File: src/core/uasc_map.vh
`ifndef UASC_MAP_VH
`define UASC_MAP_VH

// Clock rate and timing targets
`define UASC_CLK_HZ 50000000
`define UASC_POR_US 700
`define UASC_HID_MS 32
`define UASC_SUSP_MS 5
// Sized cycle counts at 50 MHz: 700 us, 32 ms and 5 ms
`define UASC_POR_CYC 16'h88B8
`define UASC_HID_CYC 21'h18_6A00
`define UASC_SUSP_CYC 18'h3_D090

// Endpoint numbers
`define UASC_EP_CTRL 4'h0
`define UASC_EP_ISO_OUT 4'h2
`define UASC_EP_ISO_IN 4'h4
`define UASC_EP_HID 4'h5

// Control request codes from the protocol engine
`define UASC_REQ_STD 2'h0
`define UASC_REQ_SET_CFG 2'h1
`define UASC_REQ_SET_IF 2'h2
`define UASC_REQ_CLASS 2'h3

// Interface numbers and highest alternate settings
`define UASC_IF_PLAY 2'h1
`define UASC_IF_REC 2'h2
`define UASC_PLAY_ALT_MAX 4'h6
`define UASC_REC_ALT_MAX 4'hE
`define UASC_REC_ALT_16_MAX 4'hA
`define UASC_REC_ALT_16K_MAX 4'hC

// Rate codes: 48, 44.1, 32, 22.05, 16, 8 kHz
`define UASC_RATE_48 3'h0
`define UASC_RATE_32 3'h2
`define UASC_RATE_16 3'h4
`define UASC_RATE_8 3'h5

// Sample values
`define UASC_MIDSCALE_ZERO 16'h0000
`define UASC_OFFSET_BIAS 8'h80
`define UASC_CM_ORIGINAL 2'h0

// HID usage codes
`define UASC_USE_MUTE 16'hE209
`define UASC_USE_VOL_UP 16'hE909
`define UASC_USE_VOL_DOWN 16'hEA09

// Playback buffer: one 1 ms packet at 48 kHz is 48 frames
`define UASC_BUF_AW 6

// Playback states
`define UASC_P_IDLE 2'h0
`define UASC_P_FILL 2'h1
`define UASC_P_ARMED 2'h2
`define UASC_P_PLAY 2'h3

`endif

File: src/core/uasc_core.v
`timescale 1ns/1ns
`include "uasc_map.vh"

module uasc_core #(
    parameter [15:0] POR_CYC = `UASC_POR_CYC,
    parameter [17:0] SUSP_CYC = `UASC_SUSP_CYC,
    parameter [20:0] HID_CYC = `UASC_HID_CYC
)(
    input wire ref_clk_i,
    input wire rst_n_i,
    input wire vbus_det_i,
    input wire bus_idle_i,
    input wire sof_i,
    input wire tok_valid_i,
    input wire [3:0] tok_ep_i,
    input wire ctrl_req_i,
    input wire [1:0] ctrl_code_i,
    input wire [1:0] ctrl_iface_i,
    input wire [3:0] ctrl_alt_i,
    input wire out_valid_i,
    input wire [7:0] out_data_i,
    input wire out_pkt_end_i,
    input wire [1:0] play_rate_i,
    input wire dac_tick_i,
    input wire adc_valid_i,
    input wire [15:0] adc_l_i,
    input wire [15:0] adc_r_i,
    input wire dig_det_i,
    input wire dig_lock_i,
    input wire [1:0] dig_rate_i,
    input wire [1:0] dig_cm_i,
    input wire dig_valid_i,
    input wire [15:0] dig_l_i,
    input wire [15:0] dig_r_i,
    input wire key_mute_in_i,
    input wire key_vol_up_in_i,
    input wire key_vol_down_in_i,
    output wire setup_ready_o,
    output reg configured_o,
    output wire ep_ok_o,
    output reg ctrl_ack_o,
    output reg ctrl_stall_o,
    output reg [2:0] play_alt_o,
    output reg [3:0] rec_alt_o,
    output wire play_active_o,
    output reg play_valid_o,
    output reg [15:0] play_l_o,
    output reg [15:0] play_r_o,
    output wire dig_out_en_o,
    output wire [1:0] dig_out_cm_o,
    output wire rec_src_dig_o,
    output reg rec_valid_o,
    output reg [15:0] rec_l_o,
    output reg [15:0] rec_r_o,
    output wire rec_bits16_o,
    output wire rec_stereo_o,
    output wire hid_valid_o,
    output wire [2:0] hid_keys_o,
    output wire [15:0] hid_usage_o,
    output reg suspend_flag_n_o
);

reg vbus_meta;
reg vbus_sync;
reg idle_meta;
reg idle_sync;
reg [15:0] por_cnt;
reg por_done;
reg [17:0] idle_cnt;
reg [1:0] pstate;
reg draining;
reg [1:0] byte_cnt;
reg [7:0] lo_byte;
reg [15:0] left_hold;
reg [31:0] buf_mem [0:(1 << `UASC_BUF_AW) - 1];
reg [`UASC_BUF_AW:0] wr_ptr;
reg [`UASC_BUF_AW:0] rd_ptr;
reg alt_ok;
reg [2:0] rec_rate;
reg [15:0] next_rec_l;
reg [15:0] next_rec_r;

// VBUS detect and bus idle pins pass two flops before anything looks at them
always @(posedge ref_clk_i or negedge rst_n_i)
begin
    if (!rst_n_i)
    begin
        vbus_meta <= 1'b0;
        vbus_sync <= 1'b0;
        idle_meta <= 1'b1;
        idle_sync <= 1'b1;
    end
    else
    begin
        vbus_meta <= vbus_det_i;
        vbus_sync <= vbus_meta;
        idle_meta <= bus_idle_i;
        idle_sync <= idle_meta;
    end
end

// Power-on release timer; a supply drop restarts it and acts as detach
always @(posedge ref_clk_i or negedge rst_n_i)
begin
    if (!rst_n_i)
    begin
        por_cnt <= 16'h0000;
        por_done <= 1'b0;
    end
    else if (!vbus_sync)
    begin
        por_cnt <= 16'h0000;
        por_done <= 1'b0;
    end
    else if (!por_done)
    begin
        if (por_cnt == POR_CYC - 16'h0001)
            por_done <= 1'b1;
        else
            por_cnt <= por_cnt + 16'h0001;
    end
end

assign setup_ready_o = por_done;

// Suspend after continuous idle; the clock keeps running regardless
always @(posedge ref_clk_i or negedge rst_n_i)
begin
    if (!rst_n_i)
    begin
        idle_cnt <= 18'h0_0000;
        suspend_flag_n_o <= 1'b1;
    end
    else if (!idle_sync || !por_done)
    begin
        idle_cnt <= 18'h0_0000;
        suspend_flag_n_o <= 1'b1;
    end
    else if (idle_cnt == SUSP_CYC - 18'h0_0001)
        suspend_flag_n_o <= 1'b0;
    else
        idle_cnt <= idle_cnt + 18'h0_0001;
end

// Only the four implemented endpoints answer tokens
assign ep_ok_o = tok_valid_i && (tok_ep_i == `UASC_EP_CTRL ||
    tok_ep_i == `UASC_EP_ISO_OUT || tok_ep_i == `UASC_EP_ISO_IN ||
    tok_ep_i == `UASC_EP_HID);

// Alternate setting range per interface
always @*
begin
    case (ctrl_iface_i)
        `UASC_IF_PLAY: alt_ok = ctrl_alt_i <= `UASC_PLAY_ALT_MAX;
        `UASC_IF_REC: alt_ok = ctrl_alt_i <= `UASC_REC_ALT_MAX;
        default: alt_ok = ctrl_alt_i == 4'h0;
    endcase
end

// Control endpoint request handling
always @(posedge ref_clk_i or negedge rst_n_i)
begin
    if (!rst_n_i)
    begin
        configured_o <= 1'b0;
        play_alt_o <= 3'h0;
        rec_alt_o <= 4'h0;
        ctrl_ack_o <= 1'b0;
        ctrl_stall_o <= 1'b0;
    end
    else if (!por_done)
    begin
        configured_o <= 1'b0;
        play_alt_o <= 3'h0;
        rec_alt_o <= 4'h0;
        ctrl_ack_o <= 1'b0;
        ctrl_stall_o <= ctrl_req_i;
    end
    else
    begin
        ctrl_ack_o <= 1'b0;
        ctrl_stall_o <= 1'b0;
        if (ctrl_req_i)
        begin
            case (ctrl_code_i)
                `UASC_REQ_SET_CFG:
                begin
                    configured_o <= ctrl_alt_i != 4'h0;
                    play_alt_o <= 3'h0;
                    rec_alt_o <= 4'h0;
                    ctrl_ack_o <= 1'b1;
                end
                `UASC_REQ_SET_IF:
                begin
                    if (configured_o && alt_ok)
                    begin
                        if (ctrl_iface_i == `UASC_IF_PLAY)
                            play_alt_o <= ctrl_alt_i[2:0];
                        if (ctrl_iface_i == `UASC_IF_REC)
                            rec_alt_o <= ctrl_alt_i;
                        ctrl_ack_o <= 1'b1;
                    end
                    else
                        ctrl_stall_o <= 1'b1;
                end
                default: ctrl_ack_o <= 1'b1;
            endcase
        end
    end
end

// Playback format decode, alternates 1 to 6 in order
wire p_bits16 = play_alt_o == 3'h1 || play_alt_o == 3'h2;
wire p_stereo = play_alt_o[0];
wire p_offbin = play_alt_o == 3'h5 || play_alt_o == 3'h6;
wire [7:0] in_byte = p_offbin ? out_data_i ^ `UASC_OFFSET_BIAS : out_data_i;
wire [15:0] samp = p_bits16 ? {in_byte, lo_byte} : {in_byte, 8'h00};
wire samp_done = p_bits16 ? byte_cnt[0] : 1'b1;
wire chan = p_bits16 ? byte_cnt[1] : byte_cnt[0];
wire frame_done = samp_done && (!p_stereo || chan);
wire [31:0] frame = p_stereo ? {left_hold, samp} : {samp, samp};

// Buffer state; overflow drops data since the host paces the stream
wire buf_empty = wr_ptr == rd_ptr;
wire buf_full = wr_ptr[`UASC_BUF_AW] != rd_ptr[`UASC_BUF_AW] &&
    wr_ptr[`UASC_BUF_AW-1:0] == rd_ptr[`UASC_BUF_AW-1:0];
wire stream_on = configured_o && play_alt_o != 3'h0 && !draining;
wire take_byte = out_valid_i && stream_on && pstate != `UASC_P_ARMED;
wire push = take_byte && frame_done && !buf_full;
wire pop = dac_tick_i && pstate == `UASC_P_PLAY && !buf_empty;

// Byte assembly into frames
always @(posedge ref_clk_i or negedge rst_n_i)
begin
    if (!rst_n_i)
    begin
        byte_cnt <= 2'h0;
        lo_byte <= 8'h00;
        left_hold <= `UASC_MIDSCALE_ZERO;
    end
    else if (!stream_on || out_pkt_end_i)
        byte_cnt <= 2'h0; // Packets always hold whole frames
    else if (take_byte)
    begin
        byte_cnt <= frame_done ? 2'h0 : byte_cnt + 2'h1;
        if (!samp_done)
            lo_byte <= in_byte;
        else if (!chan)
            left_hold <= samp;
    end
end

// Frame store
always @(posedge ref_clk_i)
begin
    if (push)
        buf_mem[wr_ptr[`UASC_BUF_AW-1:0]] <= frame;
end

// Playback sequencing: fill first packet, arm, start on next frame mark
always @(posedge ref_clk_i or negedge rst_n_i)
begin
    if (!rst_n_i)
    begin
        pstate <= `UASC_P_IDLE;
        draining <= 1'b0;
        wr_ptr <= {(`UASC_BUF_AW + 1){1'b0}};
        rd_ptr <= {(`UASC_BUF_AW + 1){1'b0}};
    end
    else
    begin
        if (push)
            wr_ptr <= wr_ptr + 1'b1;
        if (pop)
            rd_ptr <= rd_ptr + 1'b1;
        case (pstate)
            `UASC_P_IDLE:
            begin
                draining <= 1'b0;
                wr_ptr <= {(`UASC_BUF_AW + 1){1'b0}};
                rd_ptr <= {(`UASC_BUF_AW + 1){1'b0}};
                if (take_byte)
                begin
                    pstate <= `UASC_P_FILL;
                    if (push)
                        wr_ptr <= {{`UASC_BUF_AW{1'b0}}, 1'b1};
                end
            end
            `UASC_P_FILL:
                if (!stream_on)
                    pstate <= `UASC_P_IDLE;
                else if (out_pkt_end_i)
                    pstate <= `UASC_P_ARMED;
            `UASC_P_ARMED:
                if (!stream_on)
                    pstate <= `UASC_P_IDLE;
                else if (sof_i)
                    pstate <= `UASC_P_PLAY;
            `UASC_P_PLAY:
            begin
                // Stopping lets the queued samples finish first
                if (!configured_o || play_alt_o == 3'h0)
                    draining <= 1'b1;
                if ((draining || !configured_o || play_alt_o == 3'h0) &&
                    (buf_empty || (pop && rd_ptr + 1'b1 == wr_ptr)))
                    pstate <= `UASC_P_IDLE;
            end
            default: pstate <= `UASC_P_IDLE;
        endcase
    end
end

assign play_active_o = pstate == `UASC_P_PLAY;

// One sample pair drives both the DAC path and the digital output
always @(posedge ref_clk_i or negedge rst_n_i)
begin
    if (!rst_n_i)
    begin
        play_valid_o <= 1'b0;
        play_l_o <= `UASC_MIDSCALE_ZERO;
        play_r_o <= `UASC_MIDSCALE_ZERO;
    end
    else
    begin
        play_valid_o <= dac_tick_i;
        if (pop)
        begin
            play_l_o <= buf_mem[rd_ptr[`UASC_BUF_AW-1:0]][31:16];
            play_r_o <= buf_mem[rd_ptr[`UASC_BUF_AW-1:0]][15:0];
        end
        else if (dac_tick_i)
        begin
            play_l_o <= `UASC_MIDSCALE_ZERO;
            play_r_o <= `UASC_MIDSCALE_ZERO;
        end
    end
end

// Playback rate codes 0 to 2 are link rates; code 3 is not one
assign dig_out_en_o = play_active_o && play_rate_i != 2'h3;
assign dig_out_cm_o = `UASC_CM_ORIGINAL;

// Record format decode
assign rec_bits16_o = rec_alt_o <= `UASC_REC_ALT_16_MAX;
assign rec_stereo_o = rec_alt_o[0];
always @*
begin
    if (rec_bits16_o)
        rec_rate = rec_alt_o[3:1] - {2'h0, ~rec_alt_o[0]};
    else if (rec_alt_o <= `UASC_REC_ALT_16K_MAX)
        rec_rate = `UASC_RATE_16;
    else
        rec_rate = `UASC_RATE_8;
end

// Digital input used only when locked, original and at the stream's rate
wire rec_on = configured_o && rec_alt_o != 4'h0;
assign rec_src_dig_o = dig_det_i && dig_lock_i &&
    dig_cm_i == `UASC_CM_ORIGINAL &&
    rec_rate <= `UASC_RATE_32 && rec_rate[1:0] == dig_rate_i;
wire src_valid = rec_src_dig_o ? dig_valid_i : adc_valid_i;
wire [15:0] src_l = rec_src_dig_o ? dig_l_i : adc_l_i;
wire [15:0] src_r = rec_src_dig_o ? dig_r_i : adc_r_i;
wire [16:0] mix = {src_l[15], src_l} + {src_r[15], src_r};

// Down-mix and truncation for the selected capture format
always @*
begin
    next_rec_l = rec_stereo_o ? src_l : mix[16:1];
    next_rec_r = rec_stereo_o ? src_r : mix[16:1];
    if (!rec_bits16_o)
    begin
        next_rec_l = {8'h00, next_rec_l[15:8]};
        next_rec_r = {8'h00, next_rec_r[15:8]};
    end
end

// Capture pulse; idle record path holds midscale zero
always @(posedge ref_clk_i or negedge rst_n_i)
begin
    if (!rst_n_i)
    begin
        rec_valid_o <= 1'b0;
        rec_l_o <= `UASC_MIDSCALE_ZERO;
        rec_r_o <= `UASC_MIDSCALE_ZERO;
    end
    else
    begin
        rec_valid_o <= rec_on && src_valid;
        if (!rec_on)
        begin
            rec_l_o <= `UASC_MIDSCALE_ZERO;
            rec_r_o <= `UASC_MIDSCALE_ZERO;
        end
        else if (src_valid)
        begin
            rec_l_o <= next_rec_l;
            rec_r_o <= next_rec_r;
        end
    end
end

// Key reports run apart from both audio streams
uasc_hid_report #(
    .HID_CYC(HID_CYC)
) u_hid (
    .ref_clk_i(ref_clk_i),
    .rst_n_i(rst_n_i),
    .enable_i(configured_o),
    .key_mute_in_i(key_mute_in_i),
    .key_vol_up_in_i(key_vol_up_in_i),
    .key_vol_down_in_i(key_vol_down_in_i),
    .hid_valid_o(hid_valid_o),
    .hid_keys_o(hid_keys_o),
    .hid_usage_o(hid_usage_o)
);

endmodule // uasc_core

File: src/core/uasc_hid_report.v
`timescale 1ns/1ns
`include "uasc_map.vh"

module uasc_hid_report #(
    parameter [20:0] HID_CYC = `UASC_HID_CYC
)(
    input wire ref_clk_i,
    input wire rst_n_i,
    input wire enable_i,
    input wire key_mute_in_i,
    input wire key_vol_up_in_i,
    input wire key_vol_down_in_i,
    output reg hid_valid_o,
    output reg [2:0] hid_keys_o,
    output reg [15:0] hid_usage_o
);

reg [2:0] key_meta;
reg [2:0] key_sync;
reg [20:0] period;
reg [15:0] next_usage;

// Key pins are asynchronous; two stages before use
always @(posedge ref_clk_i or negedge rst_n_i)
begin
    if (!rst_n_i)
    begin
        key_meta <= 3'h0;
        key_sync <= 3'h0;
    end
    else
    begin
        key_meta <= {key_vol_down_in_i, key_vol_up_in_i, key_mute_in_i};
        key_sync <= key_meta;
    end
end

// Usage of the first pressed key, mute taking priority
always @*
begin
    next_usage = 16'h0000;
    if (key_sync[0])
        next_usage = `UASC_USE_MUTE;
    else if (key_sync[1])
        next_usage = `UASC_USE_VOL_UP;
    else if (key_sync[2])
        next_usage = `UASC_USE_VOL_DOWN;
end

// Report timer; keys only go to the host, never into audio data
always @(posedge ref_clk_i or negedge rst_n_i)
begin
    if (!rst_n_i)
    begin
        period <= 21'h00_0000;
        hid_valid_o <= 1'b0;
        hid_keys_o <= 3'h0;
        hid_usage_o <= 16'h0000;
    end
    else
    begin
        hid_valid_o <= 1'b0;
        if (!enable_i)
            period <= 21'h00_0000;
        else if (period == HID_CYC - 21'h00_0001)
        begin
            period <= 21'h00_0000;
            hid_valid_o <= 1'b1;
            hid_keys_o <= key_sync;
            hid_usage_o <= next_usage;
        end
        else
            period <= period + 21'h00_0001;
    end
end

endmodule // uasc_hid_report

File: config.mk
export PLATFORM = sky130hd
export DESIGN_NAME = uasc_core
export DESIGN_NICKNAME = d
export VERILOG_FILES = /design/src/core/uasc_core.v /design/src/core/uasc_hid_report.v
export VERILOG_INCLUDE_DIRS = /design/src /design/src/core
export SDC_FILE = /design/constraint.sdc
export NUM_CORES = 2
export LEC_CHECK = 0
export BUFFER_PORTS_ARGS = -buffer_cell sky130_fd_sc_hd__buf_2
export CORE_UTILIZATION = 62
export DETAILED_ROUTE_END_ITERATION = 16
export PLACE_DENSITY = 0.77
export SLEW_MARGIN = 25
export SYNTH_ARGS = -nofsm -noshare
export SYNTH_HDL_FRONTEND = slang
export SYNTH_SLANG_ARGS = --single-unit
File: constraint.sdc
create_clock -name ref_clk_i -period 6.9 [get_ports ref_clk_i]
set_input_delay 0.69 -clock ref_clk_i [delete_from_list [all_inputs] [get_ports ref_clk_i]]
set_output_delay 0.69 -clock ref_clk_i [all_outputs]
set_load 0.1 [all_outputs]
==> results.json <==
{
  "clkTransAtPathRegs_ns": 0.06,
  "yosysTopAreaCellShare_pct": 69.69,
  "clk_latency_ns": 0.85,
  "setup.worst_path.start_class": "register",
  "hold_class": "in2reg",
  "finalWorstPathRequiredPeriod_ns": 5.309,
  "avgViaCountPerCell": 7.056,
  "synth_xor_area_share_pct": 0.7245,
  "grt_pass1_vias": 45488,
  "start_util_pct": 62.40,
  "dr.first_iter.drc_count": 7355,
  "fin_nets": 4563,
  "place_hpwl_mm": 129.8,
  "syn_inst": 4088,
  "yosys.area.top_type": "edfxtp_1",
  "place_congestion": 0.9071,
  "antenna_found_initial": 26,
  "crit_required_ns": 7.65,
  "io_buffers": 202,
  "finalSetupTns_ns": 0,
  "drcViolationCount": 0,
  "yosysWarnings": 0,
  "ctsRootBufferMaster": "clkbuf_16",
  "nFillCells": 7711,
  "placed_area_um2": 92940,
  "rows": 138,
  "yosysUniqueCellTypes": 75,
  "max_freq_mhz": 188.4,
  "worstSetupEndpointType": "register",
  "synthMuxAreaShare_pct": 18.03,
  "ctsResizeCount": 0,
  "synth_area_um2": 88240,
  "setup-violations-final": 0,
  "slew_headroom_pct": 25.60,
  "final_antenna_net_count": 0,
  "h-tree-depth": 4,
  "die_w_um": 379.3,
  "clockBufferDepth": 3,
  "stdcell_area_um2": 100300,
  "crit_type": "reg2reg",
  "synthSimpleGateAreaFrac_pct": 2.693,
  "ys.flop_type": "edfxtp_1",
  "synth_most_common_cell": "edfxtp_1",
  "fp.dieH_um": 379.3,
  "hold_viol": 0,
  "finalCritPeriodShare_pct": 76.94,
  "tritoncts": "done",
  "drv_slew": 0,
  "grt_pass1_wl_mm": 333.7,
  "multiInputGateArea_um2": 21260,
  "ir_drop_uv": 275.3,
  "post-place-ws_ns": 1.681,
  "yosys-top-cells-area": "edfxtp_1, mux4_2, dfrtp_1",
  "area_growth_pct": 13.66,
  "floorplan.die_area_um2": 143800,
  "grt_use_total_pct": 33.39,
  "seqCellArea_um2": 66370,
  "cts_made_buffers": 210,
  "ys_seq_area_share_pct": 75.20,
  "leakage_nw": 34.69,
  "total_power_w": 0.02684,
  "async_reset_ff_share_pct": 8.653,
  "crit_fanout": 23,
  "detail_route.first_pass.iterations": 6,
  "vias": 45929,
  "drt-total-wl_mm": 243.2,
  "synth_top_family_by_area": "multiplexers",
  "synth.top_cells.by_count": "edfxtp_1, mux4_2, dfrtp_1",
  "fin_ws_ns": 1.591,
  "rsz0062_at_grt": "no",
  "synth-seq-cells": 2242,
  "drive_gt1_share_pct": 31.93,
  "synth_area_per_cell_um2": 21.59,
  "status": "completed",
  "ioPinCount": 213,
  "synth_compound_area_share_pct": 1.540,
  "arrival_ns": 6.05,
  "grt_max_degree": 141,
  "cts_num_sinks": 2242,
  "core_area_um2": 141400,
  "post_drt_wl_per_cell_um": 37.36,
  "grt-ovfl-total": 0,
  "synth_edf_count": 2048,
  "worst_slew_pin_slew_ns": 1.116,
  "maxCapViolations": 0,
  "finalClockSkew_ns": 0.04445,
  "powerDensity_nw_per_um2": 267.6,
  "synthAdderAreaFrac_pct": 0.3772
}
[cell families (layout without fill, tap and decap cells)]
logic type                 after synthesis  after routing
buffers and inverters                  294            807
AOI/OAI and AO/OA                      215            215
DFF                                   2242           2242
muxes                                  742            742
and+or+nand+nor                        495            495
adders and majority gates               26             26
other                                    1             19
xor gates and xnor gates                73             73
[critical path, cell delays in order, from the launching register on]
cell and delay, ns:
dfrtp_1 0.37, inv_1 0.06, buf_4 0.27, ha_1 0.21, ha_1 0.24, nor2_1 0.13
a22oi_1 0.17, nor3_4 0.79, buf_4 0.37, mux2_2 0.37, ha_1 0.35, a21oi_1 0.20
o22ai_1 0.15, o21a_1 0.20, o21ai_0 0.32, nand2_1 0.16, a311oi_1 0.58, a21oi_1 0.12
o21ai_0 0.16
[cells in the final DEF (no fill, tap or decap), drive strengths merged, types with 8 or more instances in the layout]
cell and count:
nor3 22, nor4b 8, xnor2 35, buf 335, clkinv 105, nand4 12, mux2 61, nand2 107
bufinv 21, mux4 672, inv 82, nor2b 10, diode 9, conb 10, nor2 170, nand3 72
or3 14, o31ai 11, o21ai 92, xor2 38, a21oi 38, mux2i 9, dfrtp 191, and3 18
a21o 8, ha 25, and2 25, clkbuf 255, edfxtp 2048
[metrics by stage]
step           cells  hold slack, ns  util [%]
3_3_place_gp    6049          0.3368     65.05
2_1_floorplan   4097          0.3312         -
5_1_grt         6501         0.06555     70.91
4_1_cts         6483         0.03992     70.59
3_5_place_dp    6086          0.3347     65.72
6_report        6509         0.08044     70.93
[cell type report]
| type | instances | area share (%) |
|---|---|---|
| diodes | 9 | 0.02245 |
| multi-input cells | 1561 | 21.20 |
| clock buffers | 255 | 5.480 |
| inverters | 75 | 0.2807 |
| flip-flops and latches | 2242 | 66.18 |
| clock inverters | 137 | 1.329 |
| repair buffers | 340 | 3.159 |
| well taps | 1890 | 2.358 |
[sequential cells by signal, summed over array words and instances, names as in the netlist, 7 cells and up]
signal	flops
buf_mem	2048
u_hid.period	21
idle_cnt	18
left_hold	16
play_l_o	16
play_r_o	16
por_cnt	16
rec_l_o	16
rec_r_o	16
lo_byte	8
rd_ptr	7
wr_ptr	7
[layer usage]
layer / up-vias / share of wire (%) / track usage, %
met1: 24022 / 33 / 44.07
met4: 30 / 3.6 / 10.32
met5: - / 0.086 / 0
met3: 576 / 12 / 8.122
li1: 17650 / - / -
met2: 3651 / 51 / 55.58
[power breakdown]
group	internal (W)	leakage, nW	total, W	switching [W]
Sequential	0.0147	23.8	0.0147	0.00000456
Combinational	0.0000895	7.56	0.000372	0.000282
Clock	0.00648	3.35	0.0118	0.00527
[final timing paths]
path / cells after the start / end / from / slack [ns]
min: 2 / ctrl_stall_o$_DFF_PN0_ / ctrl_req_i / 0.08
max in group asynchronous: 3 / rec_r_o[13]$_DFFE_PN0P_ / rst_n_i / 5.28
min reg2reg: 0 / vbus_sync$_DFF_PN0_ / vbus_meta$_DFF_PN0_ / 0.34
max reg2reg: 18 / rec_l_o[5]$_DFFE_PN0P_ / rec_alt_o[0]$_DFFE_PN0P_ / 1.59
min in group asynchronous: 2 / ctrl_ack_o$_DFF_PN0_ / rst_n_i / 0.39
max: 18 / rec_l_o[5]$_DFFE_PN0P_ / rec_alt_o[0]$_DFFE_PN0P_ / 1.59
[what timing repair did]
action	CTS	global route
hold buffers	5	0
endpoints found under the hold margin	55	0
setup buffers	0	0
Power figures use the tool's default switching activity.
